### src/verilog/lane_timer_defines.svh
// timing constants and reset values for the lane order and training timers
`ifndef LANE_TIMER_DEFINES_SVH
`define LANE_TIMER_DEFINES_SVH
`define CLK_PERIOD_NS        10
`define LOOPBACK_IDLE_NS     1000000
`define LOOPBACK_IDLE_SIM_NS 800
`define POLL_TS_COUNT        1024
`define POLL_TS_COUNT_SIM    48
`define CONFIG_IDLE_NS       2000000
`define CONFIG_IDLE_SIM_NS   1200
`define DETECT_QUIET_NS      12000000
`define DETECT_QUIET_SIM_NS  800
`define MEDIUM_STATE_NS      24000000
`define MEDIUM_STATE_SIM_NS  1600
`define LONG_STATE_NS        48000000
`define LONG_STATE_SIM_NS    3200
`define COMPLETION_NS        50000000
`define COMPLETION_SIM_NS    20000
`define LOOPBACK_MASTER_NS   100000000
`define LOOPBACK_MASTER_SIM_NS 4000
`define RESET_STEP_CYCLES    16
`endif

### src/verilog/lane_timer_pkg.sv
// types shared by the lane order and training timer block
package lane_timer_pkg;
  typedef enum logic [3:0] {
    RST_SERDES  = 4'h1,
    RST_PCS     = 4'h2,
    RST_CORE    = 4'h4,
    RST_DONE    = 4'h8
  } reset_state_t;
endpackage

### src/verilog/training_timer.sv
// one restartable training timer with a terminal count and expiry level
`timescale 1ns/1ns
module training_timer #(
  parameter int WIDTH = 32
) (
  // clock and reset
  input  wire logic             MCLK,
  input  wire logic             ARST_N,
  // control
  input  wire logic             active,
  input  wire logic             step,
  input  wire logic [WIDTH-1:0] terminal,
  // status
  output logic                  expired
);
  typedef struct packed {
    logic [WIDTH-1:0] count;
    logic             was_active;
    logic             done;
  } timer_state_t;
  timer_state_t st_reg;
  timer_state_t st_next;

  always_comb begin
    st_next = st_reg;
    st_next.was_active = active;
    if (active && !st_reg.was_active) begin
      st_next.count = '0;
      st_next.done  = 1'b0;
    end else if (!active) begin
      st_next.count = '0;
      st_next.done  = 1'b0;
    end else if (step && !st_reg.done) begin
      if (st_reg.count + WIDTH'(1) >= terminal) begin
        st_next.done = 1'b1;
      end
      st_next.count = st_reg.count + WIDTH'(1);
    end
  end

  always_ff @(posedge MCLK or negedge ARST_N) begin
    if (!ARST_N) begin
      st_reg <= '0;
    end else begin
      st_reg <= st_next;
    end
  end

  assign expired = st_reg.done;
endmodule

### src/verilog/lane_order_timers.sv
// lane order mapping, core reset sequencing and training state timers
`timescale 1ns/1ns
`include "lane_timer_defines.svh"

// Behaviour
// - reverse input high swaps channel order; low keeps natural order
// - reversed x4: channel 3,2,1,0 feed logical lanes 0,1,2,3
// - connector lane 0 reaches logical lane 0 only when reverse matches the board wiring
// - sequence serializer then PCS resets, then release active-low core reset
// - simulation select swaps every timer terminal for its short value
// - loopback slave idle timer: 1 ms, or 800 ns simulated
// - polling active counts TS1 sent up to 1024, or 48 simulated
// - 24 ms or 1600 ns timeout for polling active, width start, recovery lock
// - 48 ms or 3200 ns timeout for polling config and recovery config
// - loopback master times out at 100 ms, or 4000 ns simulated
// - detect quiet 12ms/800ns, config idle 2ms/1200ns, completion 50ms/20us
module lane_order_timers
  import lane_timer_pkg::*;
#(
  parameter int LANES    = 4,
  parameter int DW       = 8,
  parameter bit SIMULATE = 1'b0,
  parameter int TW       = 32,
  parameter int LOOPBACK_IDLE_CYC   = (`LOOPBACK_IDLE_NS / `CLK_PERIOD_NS),
  parameter int CONFIG_IDLE_CYC     = (`CONFIG_IDLE_NS / `CLK_PERIOD_NS),
  parameter int DETECT_QUIET_CYC    = (`DETECT_QUIET_NS / `CLK_PERIOD_NS),
  parameter int MEDIUM_STATE_CYC    = (`MEDIUM_STATE_NS / `CLK_PERIOD_NS),
  parameter int LONG_STATE_CYC      = (`LONG_STATE_NS / `CLK_PERIOD_NS),
  parameter int COMPLETION_CYC      = (`COMPLETION_NS / `CLK_PERIOD_NS),
  parameter int LOOPBACK_MASTER_CYC = (`LOOPBACK_MASTER_NS / `CLK_PERIOD_NS)
) (
  // clock and reset
  input  wire logic                MCLK,
  input  wire logic                ARST_N,
  // lane order
  input  wire logic                FLIP_LANES,
  input  wire logic [LANES*DW-1:0] SERDES_RX_DATA,
  output logic      [LANES*DW-1:0] CORE_RX_DATA,
  input  wire logic [LANES*DW-1:0] CORE_TX_DATA,
  output logic      [LANES*DW-1:0] SERDES_TX_DATA,
  // reset sequencing
  input  wire logic                SERDES_READY,
  input  wire logic                PCS_READY,
  output logic                     SERDES_RESET,
  output logic                     PCS_RESET,
  output logic                     CORE_RESET_N_OUT,
  // training state indications
  input  wire logic                LOOPBACK_SLAVE_IDLE_WAIT,
  input  wire logic                POLLING_ACTIVE_STATE,
  input  wire logic                TS1_SENT,
  input  wire logic                CONFIG_IDLE_STATE,
  input  wire logic                DETECT_QUIET_STATE,
  input  wire logic                CONFIG_WIDTH_START_STATE,
  input  wire logic                RECOVERY_LOCK_STATE,
  input  wire logic                POLLING_CONFIG_STATE,
  input  wire logic                RECOVERY_CONFIG_STATE,
  input  wire logic                COMPLETION_PENDING,
  input  wire logic                LOOPBACK_MASTER_STATE,
  // timer expiry levels
  output logic                     LOOPBACK_IDLE_EXPIRED,
  output logic                     POLLING_TS_DONE,
  output logic                     CONFIG_IDLE_EXPIRED,
  output logic                     DETECT_QUIET_EXPIRED,
  output logic                     MEDIUM_STATE_EXPIRED,
  output logic                     LONG_STATE_EXPIRED,
  output logic                     COMPLETION_EXPIRED,
  output logic                     LOOPBACK_MASTER_EXPIRED
);
  localparam int NT = 8;
  localparam int RW = $clog2(`RESET_STEP_CYCLES + 1);

  // short counts round down as longest times, never below one cycle
  function automatic logic [TW-1:0] pick(input int normal_cyc, input int sim_ns);
    int s;
    s = sim_ns / `CLK_PERIOD_NS;
    if (s < 1) s = 1;
    return SIMULATE ? TW'(s) : TW'(normal_cyc);
  endfunction

  // natural or mirrored channel index for a logical lane
  function automatic int lane_src(input logic flip, input int lane);
    return flip ? (LANES - 1 - lane) : lane;
  endfunction

  typedef struct packed {
    reset_state_t       rst_state;
    logic [RW-1:0]      rst_wait;
    logic [LANES*DW-1:0] rx_data;
    logic [LANES*DW-1:0] tx_data;
  } top_state_t;
  top_state_t st_reg;
  top_state_t st_next;

  logic [LANES*DW-1:0] rx_map;
  logic [LANES*DW-1:0] tx_map;

  always_comb begin
    rx_map = '0;
    tx_map = '0;
    for (int l = 0; l < LANES; l++) begin
      rx_map[l*DW +: DW] = SERDES_RX_DATA[lane_src(FLIP_LANES, l)*DW +: DW];
      tx_map[lane_src(FLIP_LANES, l)*DW +: DW] = CORE_TX_DATA[l*DW +: DW];
    end
  end

  always_comb begin
    st_next = st_reg;
    st_next.rx_data = rx_map;
    st_next.tx_data = tx_map;
    case (st_reg.rst_state)
      RST_SERDES: begin
        if (st_reg.rst_wait != RW'(`RESET_STEP_CYCLES)) begin
          st_next.rst_wait = st_reg.rst_wait + RW'(1);
        end else if (SERDES_READY) begin
          st_next.rst_state = RST_PCS;
          st_next.rst_wait  = '0;
        end
      end
      RST_PCS: begin
        if (st_reg.rst_wait != RW'(`RESET_STEP_CYCLES)) begin
          st_next.rst_wait = st_reg.rst_wait + RW'(1);
        end else if (PCS_READY) begin
          st_next.rst_state = RST_CORE;
          st_next.rst_wait  = '0;
        end
      end
      RST_CORE: begin
        st_next.rst_state = RST_DONE;
      end
      RST_DONE: begin
        // lost lock sends everything back through the sequence
        if (!SERDES_READY || !PCS_READY) begin
          st_next.rst_state = RST_SERDES;
          st_next.rst_wait  = '0;
        end
      end
      default: begin
        st_next.rst_state = RST_SERDES;
        st_next.rst_wait  = '0;
      end
    endcase
  end

  always_ff @(posedge MCLK or negedge ARST_N) begin
    if (!ARST_N) begin
      st_reg.rst_state <= RST_SERDES;
      st_reg.rst_wait  <= '0;
      st_reg.rx_data   <= '0;
      st_reg.tx_data   <= '0;
    end else begin
      st_reg <= st_next;
    end
  end

  assign CORE_RX_DATA     = st_reg.rx_data;
  assign SERDES_TX_DATA   = st_reg.tx_data;
  assign SERDES_RESET     = (st_reg.rst_state == RST_SERDES);
  assign PCS_RESET        = (st_reg.rst_state == RST_SERDES) || (st_reg.rst_state == RST_PCS);
  assign CORE_RESET_N_OUT = (st_reg.rst_state == RST_DONE);

  logic [NT-1:0]        t_active;
  logic [NT-1:0]        t_step;
  logic [NT-1:0]        t_exp;
  logic [NT-1:0][TW-1:0] t_term;

  assign t_active[0] = LOOPBACK_SLAVE_IDLE_WAIT;
  assign t_term[0]   = pick(LOOPBACK_IDLE_CYC, `LOOPBACK_IDLE_SIM_NS);
  assign t_active[1] = POLLING_ACTIVE_STATE;
  assign t_term[1]   = SIMULATE ? TW'(`POLL_TS_COUNT_SIM) : TW'(`POLL_TS_COUNT);
  assign t_active[2] = CONFIG_IDLE_STATE;
  assign t_term[2]   = pick(CONFIG_IDLE_CYC, `CONFIG_IDLE_SIM_NS);
  assign t_active[3] = DETECT_QUIET_STATE;
  assign t_term[3]   = pick(DETECT_QUIET_CYC, `DETECT_QUIET_SIM_NS);
  assign t_active[4] = POLLING_ACTIVE_STATE | CONFIG_WIDTH_START_STATE | RECOVERY_LOCK_STATE;
  assign t_term[4]   = pick(MEDIUM_STATE_CYC, `MEDIUM_STATE_SIM_NS);
  assign t_active[5] = POLLING_CONFIG_STATE | RECOVERY_CONFIG_STATE;
  assign t_term[5]   = pick(LONG_STATE_CYC, `LONG_STATE_SIM_NS);
  assign t_active[6] = COMPLETION_PENDING;
  assign t_term[6]   = pick(COMPLETION_CYC, `COMPLETION_SIM_NS);
  assign t_active[7] = LOOPBACK_MASTER_STATE;
  assign t_term[7]   = pick(LOOPBACK_MASTER_CYC, `LOOPBACK_MASTER_SIM_NS);

  // time-based timers step every cycle; only the TS1 counter steps per set sent
  for (genvar i = 0; i < NT; i++) begin : g_timer
    assign t_step[i] = (i == 1) ? TS1_SENT : 1'b1;
    training_timer #(
      .WIDTH (TW)
    ) u_timer (
      .MCLK     (MCLK),
      .ARST_N   (ARST_N),
      .active   (t_active[i]),
      .step     (t_step[i]),
      .terminal (t_term[i]),
      .expired  (t_exp[i])
    );
  end

  assign LOOPBACK_IDLE_EXPIRED   = t_exp[0];
  assign POLLING_TS_DONE         = t_exp[1];
  assign CONFIG_IDLE_EXPIRED     = t_exp[2];
  assign DETECT_QUIET_EXPIRED    = t_exp[3];
  assign MEDIUM_STATE_EXPIRED    = t_exp[4];
  assign LONG_STATE_EXPIRED      = t_exp[5];
  assign COMPLETION_EXPIRED      = t_exp[6];
  assign LOOPBACK_MASTER_EXPIRED = t_exp[7];
endmodule

### config.mk
export PLATFORM = sky130hd
export DESIGN_NAME = lane_order_timers
export DESIGN_NICKNAME = d
export VERILOG_FILES = /design/src/verilog/lane_timer_pkg.sv /design/src/verilog/training_timer.sv /design/src/verilog/lane_order_timers.sv
export VERILOG_INCLUDE_DIRS = /design/src /design/src/verilog
export SDC_FILE = /design/constraint.sdc
export NUM_CORES = 1
export LEC_CHECK = 0
export BUFFER_PORTS_ARGS = -buffer_cell sky130_fd_sc_hd__clkbuf_2
export CAP_MARGIN = 20
export CORE_ASPECT_RATIO = 0.5
export CORE_MARGIN = 2
export CORE_UTILIZATION = 50
export DETAILED_ROUTE_END_ITERATION = 10
export HOLD_SLACK_MARGIN = 0.15
export PLACE_DENSITY = 0.7
export RECOVER_POWER = 100
export SLEW_MARGIN = 25
export SYNTH_ARGS = -nofsm -noshare
export SYNTH_HDL_FRONTEND = slang
export SYNTH_HIERARCHICAL = 1
export SYNTH_SLANG_ARGS = --single-unit
### constraint.sdc
create_clock -name MCLK -period 3.26 [get_ports MCLK]
set_input_delay 0.489 -clock MCLK [delete_from_list [all_inputs] [get_ports MCLK]]
set_output_delay 0.489 -clock MCLK [all_outputs]
set_load 0.05 [all_outputs]
After elaboration in Yosys (flattened, before gate mapping). Cells that the tools add are included.

Shift operators: 12. Reduce and logical (&&, ||, !) cells: 25. Multiplexer cells: 72. $lt $le $gt $ge: 8. Divide/modulo/power cells: 0. Bitwise operators: 5. $add $sub $neg: 13. Multiply operators: 0. Eq/ne operators: 21.

Operators with widths (count): $mux 32 (24); $add 32x1->32 const B (8); $neg 5->33 (4); $shift 8x33->32 const A (4); $shiftx 8x33->32 (4); $shiftx 32x32->8 (4); $bwmux 32 (3); $ge 32x23->1 const B (2); $and 32x32->32 (1); $ge 32x11->1 const B (1); $ge 32x17->1 const B (1); $ge 32x18->1 const B (1); $ge 32x21->1 const B (1); $ge 32x22->1 const B (1); $ge 32x24->1 const B (1); $mux 1 (32); $mux 9 (3); $ne 3x3->1 const B (8); $pmux 5 s4 (1); $pmux 4 s4 (1); $logic_not 1->1 (11); $mux 5 (2); $logic_and 1x1->1 (9); $mux 2 (4); 17 further kinds (25).

Flip-flop bits (word level): 345. Output and inout port bits: 75. Memory bits (writable): 0. Word-level logic and storage cells: 184. Latch bits: 0. Bits in read-only memories: 0. Input port bits: 80. Memories kept: 0.

Depth between registers and ports, before layout. Gate-level depths: netlist of run 1.

Word-level depth: 7. Depth in mapped cells: 14. Depth with buffers taken out: 12.

Modules after synthesis. Netlist of run 1, hierarchy kept.

By module, submodules not included: training_timer at g_timer[0].u_timer ... (sequential area each 850.8 um^2, cells each 361, area an instance 2940.3 um^2, instances 7); lane_order_timers (sequential area each 1828.0 um^2, cells each 255, area an instance 3408.3 um^2, instances 1); training_timer at g_timer[7].u_timer (sequential area each 850.8 um^2, cells each 365, area an instance 2951.6 um^2, instances 1).

Least setup slack after synthesis of run 1. OpenSTA, ideal clock, no wires.

Kind: reg-to-reg. Start point: reg g_timer[7].u_timer/st_reg[14] in the netlist's numbering. End point: reg g_timer[7].u_timer.st_reg (netlist bit g_timer[7].u_timer/expired). Setup time: 0.070 ns. Cell stages (with the launch flop): 14. Path buffers: 2. Setup slack: 0.068 ns. Period minus slack after synthesis: 3.192 ns. Arrival: 3.122 ns. Required time: 3.190 ns. Cells stage by stage: dfrtp_1 buf_4 inv_1 or3_4 or4_4 buf_6 nor3_1 xor2_1 ha_1 nand4_1 or3_1 nor4_1 o311ai_0 nand3_1.

Cells in the longest elaborated chain, start to end: 6.

Ends and longest elaborated chain: start, declared (RTL line training_timer.sv:21) `timer_state_t st_reg;`; start signal, assigned (RTL line training_timer.sv:45) `st_reg <= st_next;`; $add 32x1->32 (RTL line training_timer.sv:34) `if (st_reg.count + WIDTH'(1) >= terminal) begin`; $ge 32x24->1 (RTL line training_timer.sv:34); $mux 1 (RTL line training_timer.sv:34); $mux 1 (RTL line training_timer.sv:33) `end else if (step && !st_reg.done) begin`; $mux 1 (RTL line training_timer.sv:30) `end else if (!active) begin`; $mux 1 (RTL line training_timer.sv:27) `if (active && !st_reg.was_active) begin`.

No other way between the ends. A chain may end at the register's enable or synchronous reset.

Worst setup path in the final report of run 1.
Start point: reg g_timer[6].u_timer/st_reg[15] in the netlist's numbering. End point: reg g_timer[6].u_timer.st_reg (netlist bit g_timer[6].u_timer/expired).

Cells in the longest elaborated chain, start to end: 6.

Ends and longest elaborated chain (RTL line): start, declared (training_timer.sv:21); start signal, assigned (training_timer.sv:45); $add 32x1->32 (training_timer.sv:34); $ge 32x23->1 (training_timer.sv:34); $mux 1 (training_timer.sv:34); $mux 1 (training_timer.sv:33); $mux 1 (training_timer.sv:30); $mux 1 (training_timer.sv:27).

No other way between the ends.

==> results by group, run 1 <==
Status
  • Failing checks: capacitance limit, slew limit
  • Result of the run: finished, violations left

Routing
  • Post-DR vias/cell: 5.14
  • Uppermost metal layer occupied by signal nets: met5
  • Routed length on met3: 1900 um
  • Number of DRC violations after detailed routing: 0
  • WL met1: 27600 um
  • Total Wirelength: 60400 um
  • Total met2 wirelength after detailed routing: 29900 um
  • ANT nets after route: 0
  • Starting DRC count in detailed routing: 1086
  • First-pass detailed-route iteration total: 5
  • Routed wire length per instance: 13.7 um
  • Number of vias in the routed layout: 22700

STA
  • Relative max-transition margin: -52.3%
  • Maximum clock frequency: 317 MHz
  • Pin slew with the least headroom to its limit: 2.28 ns
  • Worst Clk Skew: 0.0363 ns
  • Final worst-path setup slack: 0.103 ns
  • Final count of hold timing violations: 0
  • Final setup viols: 0
  • Number of max-slew violations in the final report: 174
  • Period utilization: 96.8%
  • Shortest clock period the worst path allows after layout: 3.16 ns

Floorplanning
  • Die area: 55900 um2
  • Row cnt: 60
  • Initial Util: 50.3%
  • Core region area: 53500 um2
  • Width of the die: 332 um
  • Top-level I/O count: 155
  • Height of the chip: 168 um

Critical path
  • Crit path largest cell delay: 0.56 ns
  • Register-to-Register Path Depth: 11
  • Critical-path cell with the highest stage delay: or4_4
  • Required time of the critical path: 3.70 ns
  • Critical path cell sequence: nand4_4, or3_4, or4_4, nor2_2, xor2_1, ha_1, a21oi_1, a21boi_0, a2111oi_1, a21oi_1, a41o_1
  • Startpoint type of the worst setup path: flip-flop
  • Cell with the most instances on the worst path: a21oi_1
  • Crit Path Max Fanout: 4
  • Type of destination of the critical path: flip-flop
  • Critical path arrival: 3.60 ns
  • Crit path kind: flip-flop to flip-flop

Synthesis
  • Post-synth top area cell: dfrtp_1
  • Count of state elements after synthesis: 345
  • Number of instances in the synthesized netlist: 3147
  • List of most frequent post-synthesis cells: dfrtp_1 (344), nor2_1 (327), ha_1 (266)
  • Count of flip-flops with a built-in enable after synthesis: 0
  • Share of the synthesized area in the top cell type: 32.0%
  • Count of unique library cells instantiated by Yosys: 66
  • Most instantiated library cell after synthesis: dfrtp_1
  • Proportion of synthesized chip area in sequential cells: 32.0%
  • Netlist area before placement: 26900 um2
  • Cells taking the most area after synthesis: dfrtp_1 (32%), ha_1 (12%), xnor2_1 (7.0%), xor2_1 (6.7%), nor2_1 (4.6%)
  • Count of synthesis-stage warnings from yosys: 6
  • Syn Area/Cell: 8.56 um2
  • Most frequently used flop master after synthesis: dfrtp_1
  • Async set-reset flop share out of synthesis: 100%

Power
  • Leakage power summed over all cells: 14.6 nW
  • Power density cells: 313 nW/um2
  • Worst vdd rail ir drop: 0.317 mV

Layout
  • Net count, final: 4027
  • Filler Cell Count: 4709
  • Share of layout cells above drive strength 1: 12.0%
  • Largest register FFs: 264
  • Area Growth Syn to Fin: 17.8%
  • Post-route standard cell area excluding fillers: 31700 um2

Clock tree
  • Maximum level of the CTS H-tree: 2
  • TritonCTS clock tree: built
  • TritonCTS Buffers: 37
  • Max Buffers Root-to-Sink: 3
  • CTS Root Buffer Type: clkbuf_16
  • Number of sinks handled by clock tree synthesis: 345
  • Clock transition at the register clock pins on the worst setup and hold paths after CTS: 0.07 ns
  • Clk Latency, worst-skew pair: 0.57 ns

Global route
  • First-pass GRT wire length: 105000 um
  • Number of antenna violations at the first check in global routing: 2
  • Maximum number of pins on one net before global-route repair: 80
  • GRT Resource Usage Total: 22.0%
  • Vias in the first global route: 22400
  • Total global routing overflow: 0

Place
  • Weighted congestion reported at the end of routability-driven placement: 0.843
  • HPWL after DPL: 44200 um
  • Placed cell area: 29900 um2
  • Number of input and output port buffers inserted: 154
  • Setup slack at placement: -0.129 ns

Flow run
  • Total of max-cap violations: 3

Worst hold path
  • Worst Hold Class: input pin to flip-flop
  • Cells on Worst Hold Path: 2
[critical path: cells and delay by family (launching register included)]
family / cells / cell delay [ns]
and+or+nand+nor: 4 / 1.23
AOI/OAI and AO/OA: 5 / 0.96
xor gates and xnor gates: 1 / 0.16
adders and majority gates: 1 / 0.28
DFF: 1 / 0.42
[placed cells by master (no fill, tap or decap), types with 9 or more instances in the layout]
master,n
dfrtp_1,338
and4_1,20
o21a_1,11
clkbuf_2,84
nand3b_1,14
nand2_1,237
nor2_1,325
inv_1,263
a2111oi_0,10
nand4_1,118
or3_1,50
buf_4,162
nor2b_1,15
nor3_1,82
xor2_1,206
xnor2_1,215
o21ai_0,75
or3_4,13
or2_2,10
clkbuf_16,37
or4_1,38
clkbuf_1,104
o211ai_1,23
a21oi_1,155
nand3_1,157
o31ai_1,9
and2_1,16
conb_1,277
and3_1,23
ha_1,262
mux2_2,57
nor4_1,66
nand2b_1,32
dlygate4sd3_1,58
[path summary, 6_finish.rpt]
path                                               start                            end  slack (ns)
setup / recovery           g_timer[6].u_timer/st_reg[15]     g_timer[6].u_timer/expired        0.10
setup reg to reg           g_timer[6].u_timer/st_reg[15]     g_timer[6].u_timer/expired        0.10
max in group asynchronous                         ARST_N  g_timer[4].u_timer/st_reg[17]        0.52
hold / removal                          CORE_TX_DATA[13]             SERDES_TX_DATA[13]        0.17
hold reg to reg            g_timer[6].u_timer/st_reg[16]  g_timer[6].u_timer/st_reg[16]        0.55
min in group asynchronous                         ARST_N                CORE_RX_DATA[0]        1.08
[kinds of logic after synthesis]
kind of cell	count (synthesis)	share of synthesized area, %
muxes	66	2.77
buffers and inverters	452	7.80
adders and majority gates	266	12.4
xor gates and xnor gates	422	13.7
and+or+nand+nor	1266	24.0
DFF	345	32.0
AOI/OAI and AO/OA	328	7.28
other	2	0.0279
[per-layer routing]
layer,global-route usage (%),up-vias
li1,-,11600
met1,28.0,10800
met2,39.3,267
met3,3.31,85
met4,5.26,2
met5,0,-
[power breakdown]
group | leakage [nW] | switching, mW | internal, mW
combinational | 9.46 | 0.864 | 0.468
sequential | 4.62 | 0.0994 | 4.41
clock | 0.563 | 1.85 | 2.26
total | 14.6 | 2.81 | 7.13
[metrics by stage]
| step | power [mW] | hold WS (ns) | utilization [%] | setup TNS [ns] | std cells |
|---|---|---|---|---|---|
| after CTS | 10.1 | 0.150 | 59.1 | 0 | 4391 |
| after floorplan | 5.53 | 0.193 | - | 0 | 3422 |
| final | 9.94 | 0.166 | 59.3 | 0 | 4418 |
| after global routing | 10.4 | 0.152 | 59.3 | -0.0935 | 4418 |
| after detailed placement | 5.86 | 0.538 | 55.8 | -0.201 | 4271 |
| after global placement | 5.82 | 0.528 | 55.8 | 0 | 4271 |
[layout make-up]
class	instances	area (um2)	area share, %
Tap cell	713	892	2.81
Multi-Input combinational cell	2625	17400	54.7
Antenna cell	1	2.50	0.00788
Timing Repair Buffer	409	2710	8.53
Inverter	263	987	3.11
Clock buffer	49	1040	3.28
Clock inverter	13	92.6	0.292
Sequential cell	345	8640	27.2
[what timing repair did]
item	4_1_cts	5_1_grt
pin swaps	0	24
buffers inserted	0	26
resized for setup	6	40
setup endpoints to repair	3	8
hold endpoints to repair	113	0
hold buffers	58	0
gates cloned	0	0
No activity file was read; power rests on OpenSTA's default activity.
==> inputs of run 2 (changes only) <==
--- a/config.mk
+++ b/config.mk
@@ -11,9 +11,10 @@
 export CORE_ASPECT_RATIO = 0.5
 export CORE_MARGIN = 2
 export CORE_UTILIZATION = 50
+export CTS_CLUSTER_DIAMETER = 100
 export DETAILED_ROUTE_END_ITERATION = 10
 export HOLD_SLACK_MARGIN = 0.15
-export PLACE_DENSITY = 0.7
+export PLACE_DENSITY = 0.67
 export RECOVER_POWER = 100
 export SLEW_MARGIN = 25
 export SYNTH_ARGS = -nofsm -noshare
==> results by group, run 2 (synthesized netlist as in run 1, its figures left out) <==
Status
  • Result of the run: finished, violations left
  • Failing checks: capacitance limit, slew limit

Power
  • Clk network pwr share: 45.9% (+4.6 points)
  • Internal power: 7.86 mW (+10%)
  • Worst vdd rail ir drop: 0.347 mV (+9.4%)
  • Leakage power summed over all cells: 14.7 nW (+0.69%)
  • Power density cells: 335 nW/um2 (+6.9%)
  • Portion of total power attributed to sequential cells: 42.0% (-3.3 points)
  • Sw power: 2.83 mW (+0.40%)
  • Fraction of power consumed by combinational cells: 12.1% (-1.3 points)
  • Switching portion of total power: 26.4% (-1.9 points)

Routing
  • Starting DRC count in detailed routing: 1025 (-5.6%)
  • Post-DR vias/cell: 5.11 (-0.64%)
  • Routed wire length per instance: 13.4 um (-2.0%)
  • Number of DRC violations after detailed routing: 0 (unchanged)
  • ANT nets after route: 0 (unchanged)
  • First-pass detailed-route iteration total: 6 (+1)
  • Number of vias in the routed layout: 22600 (-0.52%)
  • Total Wirelength: 59300 um (-1.9%)

STA
  • Final worst-path setup slack: 0.123 ns (+0.0192 ns)
  • Number of max-slew violations in the final report: 142 (-18%)
  • Period utilization: 96.2% (-0.59 points)
  • Worst slack on hold paths: 0.183 ns (+0.0165 ns)
  • Shortest clock period the worst path allows after layout: 3.14 ns (-0.0192 ns)
  • Final sum of negative setup slack: 0 ns (unchanged)
  • Worst Clk Skew: 0.0133 ns (-0.0230 ns)
  • Final count of hold timing violations: 0 (unchanged)
  • Maximum clock frequency: 319 MHz (+0.61%)
  • Final setup viols: 0 (unchanged)
  • Pin slew with the least headroom to its limit: 2.15 ns (-0.133 ns)
  • Relative max-transition margin: -43.4% (+8.9 points)
  • RSZ-0062 raised after global routing: true

Layout
  • Largest register FFs: 264 (unchanged)
  • Commonest cells after routing, fill and taps aside: dfrtp_1 (341), nor2_1 (320), conb_1 (277), ha_1 (265), inv_1 (263)
  • Net count, final: 4027 (unchanged)
  • Count of antenna diodes in the layout: 0 (-1)
  • Leading cell type in the layout, fill and taps excluded: dfrtp_1
  • Register area: 8640 um2 (about the same)
  • Filler Cell Count: 4826 (+2.5%)
  • Share of layout cells above drive strength 1: 12.4% (+0.47 points)
  • Post-route standard cell area excluding fillers: 31900 um2 (+0.51%)
  • Area Growth Syn to Fin: 18.4%
  • Multi-input combinational cell area: 17400 um2 (+0.19%)

Critical path
  • Critical-path cell with the highest stage delay: or4_4
  • Type of destination of the critical path: flip-flop
  • Crit path kind: flip-flop to flip-flop
  • Critical path origin: g_timer[0].u_timer/st_reg[15]
  • Required time of the critical path: 3.69 ns (about the same)
  • Critical path arrival: 3.57 ns (-0.03 ns)
  • Reg-to-Reg Start: g_timer[0].u_timer/st_reg[15]
  • Startpoint type of the worst setup path: flip-flop
  • Crit path largest cell delay: 0.55 ns (about the same)
  • Crit Path Max Fanout: 6 (+2)
  • Critical path cell sequence: nand4_4, or3_4, or4_4, nor2_1, xor2_1, ha_1, a21oi_1, a21boi_0, a2111oi_1, a21oi_1, a41o_1
  • Cell with the most instances on the worst path: a21oi_1

Flow run
  • Total of max-cap violations: 3 (unchanged)

Worst hold path
  • Startpoint of the worst hold path: CORE_TX_DATA[2]
  • Worst Hold Class: input pin to flip-flop

Global route
  • Number of antenna violations at the first check in global routing: 0 (-2)
  • First-pass GRT wire length: 101000 um (-3.3%)
  • Vias in the first global route: 22000 (-1.8%)
  • Maximum number of pins on one net before global-route repair: 80 (unchanged)
  • GRT Resource Usage Total: 21.3% (-0.72 points)
  • Total global routing overflow: 0 (unchanged)

Floorplanning
  • Core region area: 53500 um2 (unchanged)
  • Die area: 55900 um2 (unchanged)
  • Row cnt: 60 (unchanged)
  • Initial Util: 50.3% (unchanged)
  • Top-level I/O count: 155 (unchanged)
  • Width of the die: 332 um (unchanged)
  • Height of the chip: 168 um (unchanged)

Clock tree
  • TritonCTS Buffers: 38 (+2.7%)
  • Maximum level of the CTS H-tree: 2 (unchanged)
  • Max Buffers Root-to-Sink: 3 (unchanged)
  • Clock transition at the register clock pins on the worst setup and hold paths after CTS: 0.07 ns (about the same)
  • TritonCTS clock tree: built
  • CTS Root Buffer Type: clkbuf_16
  • Clk Latency, worst-skew pair: 0.55 ns (-0.02 ns)
  • Number of sinks handled by clock tree synthesis: 345 (unchanged)

Place
  • HPWL after DPL: 43900 um (-0.80%)
  • Weighted congestion reported at the end of routability-driven placement: 0.844 (+0.17%)
  • Number of input and output port buffers inserted: 154 (unchanged)
  • Placed cell area: 30100 um2 (+0.54%)
  • Setup slack at placement: -0.0777 ns (+0.0516 ns)
run 2: cell count changes in the layout (fill, tap and decap cells not counted), moves of 5 or more:
cell	change
clkbuf_2	-8
clkinv_2	-5
mux2_1	-5
clkbuf_1	+15
nor2_1	-5
dlygate4sd3_1	-24
mux2_2	+5
bufinv_16	+7
buf_4	+18
run 2: power groups by stage:
stage               Combinational [mW]  Clock (mW)  Sequential (mW)
floorplan                        0.983           0             4.55
global placement                  1.27           0             4.56
detailed placement                1.30           0             4.57
CTS                               1.34        5.07             4.49
global route                      1.47        5.23             4.50
finish                            1.30        4.90             4.49
run 2: worst paths after layout:
path                                                       to  slack, ns  depth (start not counted)
worst min register to register  g_timer[2].u_timer/st_reg[16]       0.55                          2
worst max-delay path               g_timer[0].u_timer/expired       0.12                         11
max in group asynchronous       g_timer[4].u_timer/st_reg[33]       0.59                          3
worst min-delay path                        SERDES_TX_DATA[2]       0.18                          2
worst max register to register     g_timer[0].u_timer/expired       0.12                         11
min in group asynchronous                    CORE_RX_DATA[27]       1.11                          2
run 2: repair_timing:
action	in CTS	in global routing
cloned	0	0
hold buffers	33	1
gates resized for setup	2	52
hold endpoints to repair	98	1
pin swaps	0	24
setup endpoints to repair	2	8
buffers inserted	0	26
run 2: worst max-delay path, delay by kind of cell (launching register included):
kind / cells / cell delay [ns]
AND/OR/NAND/NOR: 4 / 1.22
AO/OA/AOI/OAI: 5 / 0.94
flip-flops: 1 / 0.42
adder cells (fa/ha/maj): 1 / 0.28
XOR/XNOR: 1 / 0.16
run 2: per-layer routing:
metal	vias up	GRT usage [%]	wire length, um
met3	77	3.29	2110
met5	-	0	0
li1	11600	-	-
met4	0	4.49	923
met1	10700	27.5	27300
met2	278	37.7	29000
run 2: metrics by stage:
stage / util, % / power (mW) / instances
6_report: 59.6 / 10.7 / 4423
5_1_grt: 59.6 / 11.2 / 4423
4_1_cts: 59.4 / 10.9 / 4396
3_5_place_dp: 56.1 / 5.87 / 4294
3_3_place_gp: 56.1 / 5.83 / 4294
2_1_floorplan: - / 5.53 / 3422
run 2: layout make-up:
type	count	area share (%)
repair buffers	408	8.06
clock inverters	14	0.816
multi-input cells	2625	54.6
well taps	713	2.80
inverters	263	3.09
clock buffers	55	3.60
flip-flops and latches	345	27.1
==> inputs of run 3 (changes only) <==
--- a/config.mk
+++ b/config.mk
@@ -6,6 +6,7 @@
 export SDC_FILE = /design/constraint.sdc
 export NUM_CORES = 1
 export LEC_CHECK = 0
+export ABC_AREA = 1
 export BUFFER_PORTS_ARGS = -buffer_cell sky130_fd_sc_hd__clkbuf_2
 export CAP_MARGIN = 20
 export CORE_ASPECT_RATIO = 0.5
==> results by group, run 3 <==
Status
  • Result of the run: finished, violations left
  • Failing checks: capacitance limit, slew limit

Synthesis
  • Share of the synthesized area in the top cell type: 30.6% (-1.3 points)
  • Cells taking the most area after synthesis: dfrtp_1 (31%), nand2_1 (16%), ha_1 (12%), inv_1 (9.4%), nor2_1 (5.1%)
  • Count of synthesis-stage warnings from yosys: 6 (unchanged)
  • Share of synthesized cell area in full adder, half adder and majority cells: 11.8% (-0.50 points)
  • Combinational family with the most area after synthesis: simple AND/OR/NAND/NOR gates
  • Compound-cell area share of the yosys netlist: 8.02% (+0.75 points)
  • Parity-gate share of the synthesized area counting xor and xnor cells: 4.12% (-9.6 points)
  • Proportion of synthesized chip area in sequential cells: 30.7% (-1.3 points)
  • Fraction of the mapped netlist area in simple logic gates: 32.5% (+8.5 points)
  • Async set-reset flop share out of synthesis: 100% (unchanged)
  • Most frequently used flop master after synthesis: dfrtp_1
  • Post-synth top area cell: dfrtp_1
  • Count of unique library cells instantiated by Yosys: 45 (-32%)
  • List of most frequent post-synthesis cells: nand2_1 (1188), inv_1 (701), nor2_1 (382)
  • Most instantiated library cell after synthesis: nand2_1
  • Netlist area before placement: 28100 um2 (+4.3%)
  • Count of flip-flops with a built-in enable after synthesis: 0 (unchanged)
  • Syn Area/Cell: 6.84 um2 (-20%)
  • Number of instances in the synthesized netlist: 4106 (+30%)
  • Fraction of synthesized area in multiplexers: 0% (-2.8 points)
  • Count of state elements after synthesis: 345 (unchanged)

STA
  • Maximum clock frequency: 331 MHz (+3.9%)
  • Worst Clk Skew: 0.0156 ns (+0.00231 ns)
  • Pin slew with the least headroom to its limit: 2.37 ns (+0.221 ns)
  • Final sum of negative setup slack: 0 ns (unchanged)
  • Final count of hold timing violations: 0 (unchanged)
  • Period utilization: 92.6% (-3.6 points)
  • Number of max-slew violations in the final report: 84 (-41%)
  • Final setup viols: 0 (unchanged)
  • Final worst-path setup slack: 0.240 ns (+0.117 ns)
  • Relative max-transition margin: -58.1% (-15 points)
  • Shortest clock period the worst path allows after layout: 3.02 ns (-0.117 ns)

Critical path
  • Crit Path Max Fanout: 6 (unchanged)
  • Critical path arrival: 3.48 ns (-0.09 ns)
  • Crit-path leading delay family: simple AND/OR/NAND/NOR gates
  • Critical path buffers and inverters: 2 (+2)
  • Startpoint type of the worst setup path: flip-flop
  • Type of destination of the critical path: flip-flop
  • Critical path cell sequence: inv_1, nor3_1, nand2_4, nor3_4, nand3_1, nand2_1, inv_1, ha_1, nand2_1, nor2_1, nand2_1, nor2_1, nor2_1, nand2_1, nand2_1, nand2_1, nand2_1, nand2_1, nand2_1
  • Crit path kind: flip-flop to flip-flop
  • Required time of the critical path: 3.72 ns (+0.03 ns)
  • Critical-path cell with the highest stage delay: nor3_1
  • Cell with the most instances on the worst path: nand2_1
  • Crit path largest cell delay: 0.50 ns (-0.05 ns)

Power
  • Sum of internal, switching and leakage power: 10.7 mW (-0.25%)
  • Worst vdd rail ir drop: 0.495 mV (+43%)
  • Leakage power summed over all cells: 16.9 nW (+15%)
  • Internal power: 7.45 mW (-5.2%)
  • Switching portion of total power: 30.1% (+3.7 points)
  • Power density cells: 332 nW/um2 (-0.97%)
  • Fraction of power consumed by combinational cells: 15.5% (+3.4 points)
  • Sw power: 3.21 mW (+14%)
  • Portion of total power attributed to sequential cells: 42.4% (+0.4 points)
  • Clk network pwr share: 42.1% (-3.8 points)

Layout
  • Post-route standard cell area excluding fillers: 32100 um2 (+0.73%)
  • Leading cell type in the layout, fill and taps excluded: nand2_1
  • Net count, final: 4883 (+21%)
  • Area Growth Syn to Fin: 14.4%
  • Largest register FFs: 264 (unchanged)
  • Count of antenna diodes in the layout: 0 (unchanged)
  • Share of layout cells above drive strength 1: 6.18% (-6.2 points)
  • Number of standard cells in the layout, taps in and fillers out: 5320 (+20%)
  • Commonest cells after routing, fill and taps aside: nand2_1 (1191), inv_1 (702), nor2_1 (382), dfrtp_1 (344), ha_1 (266)
  • Filler Cell Count: 5390 (+12%)

Routing
  • Starting DRC count in detailed routing: 1344 (+31%)
  • Total Wirelength: 69700 um (+18%)
  • First-pass detailed-route iteration total: 5 (-1)
  • ANT nets after route: 0 (unchanged)
  • Post-DR vias/cell: 4.87 (-4.7%)
  • Number of vias in the routed layout: 25900 (+15%)
  • Number of DRC violations after detailed routing: 0 (unchanged)
  • Routed wire length per instance: 13.1 um (-2.2%)

Floorplanning
  • Width of the die: 339 um (+2.1%)
  • Initial Util: 50.6% (+0.22 points)
  • Die area: 58200 um2 (+4.2%)
  • Height of the chip: 172 um (+2.1%)
  • Top-level I/O count: 155 (unchanged)
  • Row cnt: 61 (+1.7%)
  • Core region area: 55600 um2 (+3.8%)

Place
  • # placed instances: 5181 (+21%)
  • HPWL after DPL: 52600 um (+20%)
  • Number of input and output port buffers inserted: 154 (unchanged)
  • Placed cell area: 30300 um2 (+0.94%)
  • Setup slack at placement: 0.310 ns (+0.388 ns)
  • Weighted congestion reported at the end of routability-driven placement: 0.938 (+11%)

Clock tree
  • Clk Latency, worst-skew pair: 0.56 ns (about the same)
  • Clock transition at the register clock pins on the worst setup and hold paths after CTS: 0.07 ns (about the same)
  • Maximum level of the CTS H-tree: 2 (unchanged)
  • TritonCTS Buffers: 37 (-2.6%)
  • Max Buffers Root-to-Sink: 3 (unchanged)
  • TritonCTS clock tree: built
  • Number of post-CTS setup repair buffers: 0 (unchanged)
  • Number of sinks handled by clock tree synthesis: 345 (unchanged)
  • CTS Root Buffer Type: clkbuf_16

Global route
  • Total global routing overflow: 0 (unchanged)
  • First-pass GRT wire length: 119000 um (+17%)
  • Vias in the first global route: 25300 (+15%)
  • Maximum number of pins on one net before global-route repair: 87 (+8.8%)
  • GRT Resource Usage Total: 24.5% (+3.2 points)
  • Number of antenna violations at the first check in global routing: 0 (unchanged)

Flow run
  • Total of max-cap violations: 1 (-2)

Worst hold path
  • Worst Hold Class: input pin to flip-flop
[run 3: area by class of cell]
class                   instances  area, um2  share of cell area, %
well taps                     756        946                   2.94
clock buffers                  56       1140                   3.55
clock inverters                10        113                  0.350
repair buffers                255       1600                   4.97
flip-flops and latches        345       8630                   26.9
inverters                     761       2860                   8.89
multi-input cells            3137      16800                   52.4
[run 3: cells by family after synthesis]
| family | after synthesis |
|---|---|
| simple gates | 2075 |
| buf+inv | 885 |
| compound gates | 407 |
| flops | 345 |
| fa+ha+maj | 266 |
| xor+xnor | 126 |
| other cells | 2 |
[run 3: final timing paths]
kind / to / cells past startpoint / slack [ns] / from
max in group asynchronous: g_timer[6].u_timer/st_reg[12] / 3 / 0.45 / ARST_N
worst min-delay path: CORE_RX_DATA[18] / 3 / 0.19 / SERDES_RX_DATA[18]
worst min register to register: g_timer[1].u_timer/expired / 2 / 0.50 / g_timer[1].u_timer/expired
worst max register to register: g_timer[2].u_timer/expired / 19 / 0.24 / g_timer[2].u_timer/st_reg[6]
worst max-delay path: g_timer[2].u_timer/expired / 19 / 0.24 / g_timer[2].u_timer/st_reg[6]
min in group asynchronous: g_timer[0].u_timer/st_reg[33] / 2 / 1.24 / ARST_N
[run 3: power groups by stage]
stage	Clock (mW)	Sequential [mW]	Combinational, mW
floorplan	0	4.62	1.19
global placement	0	4.59	1.61
detailed placement	0	4.60	1.64
CTS	4.61	4.52	1.72
global route	4.80	4.53	1.89
finish	4.49	4.52	1.66
[run 3: tightest hold or removal path, delay by kind of cell]
kind | cells | cell delay [ns]
and+or+nand+nor | 1 | 0.08
AOI/OAI and AO/OA | 1 | 0.04
buffers and inverters | 1 | 0.09
[run 3: timing repair]
action                     CTS  global route
hold buffers                73             0
hold endpoints to repair   133             0
setup endpoints to repair    0             5
gates resized for setup      0             7
[run 3: routing by layer]
layer	global-route usage (%)	up-vias	share of wire, %
li1	-	13400	-
met1	31.4	11900	46
met2	43.5	469	47
met3	3.77	93	4.6
met4	5.75	0	2.0
met5	0	-	0
[run 3: metrics by stage]
step | util (%) | hold slack [ns]
after floorplan | - | 0.193
after global placement | 54.6 | 0.479
after detailed placement | 54.6 | 0.483
after CTS | 58.2 | 0.151
after global routing | 57.8 | 0.172
final | 57.8 | 0.186
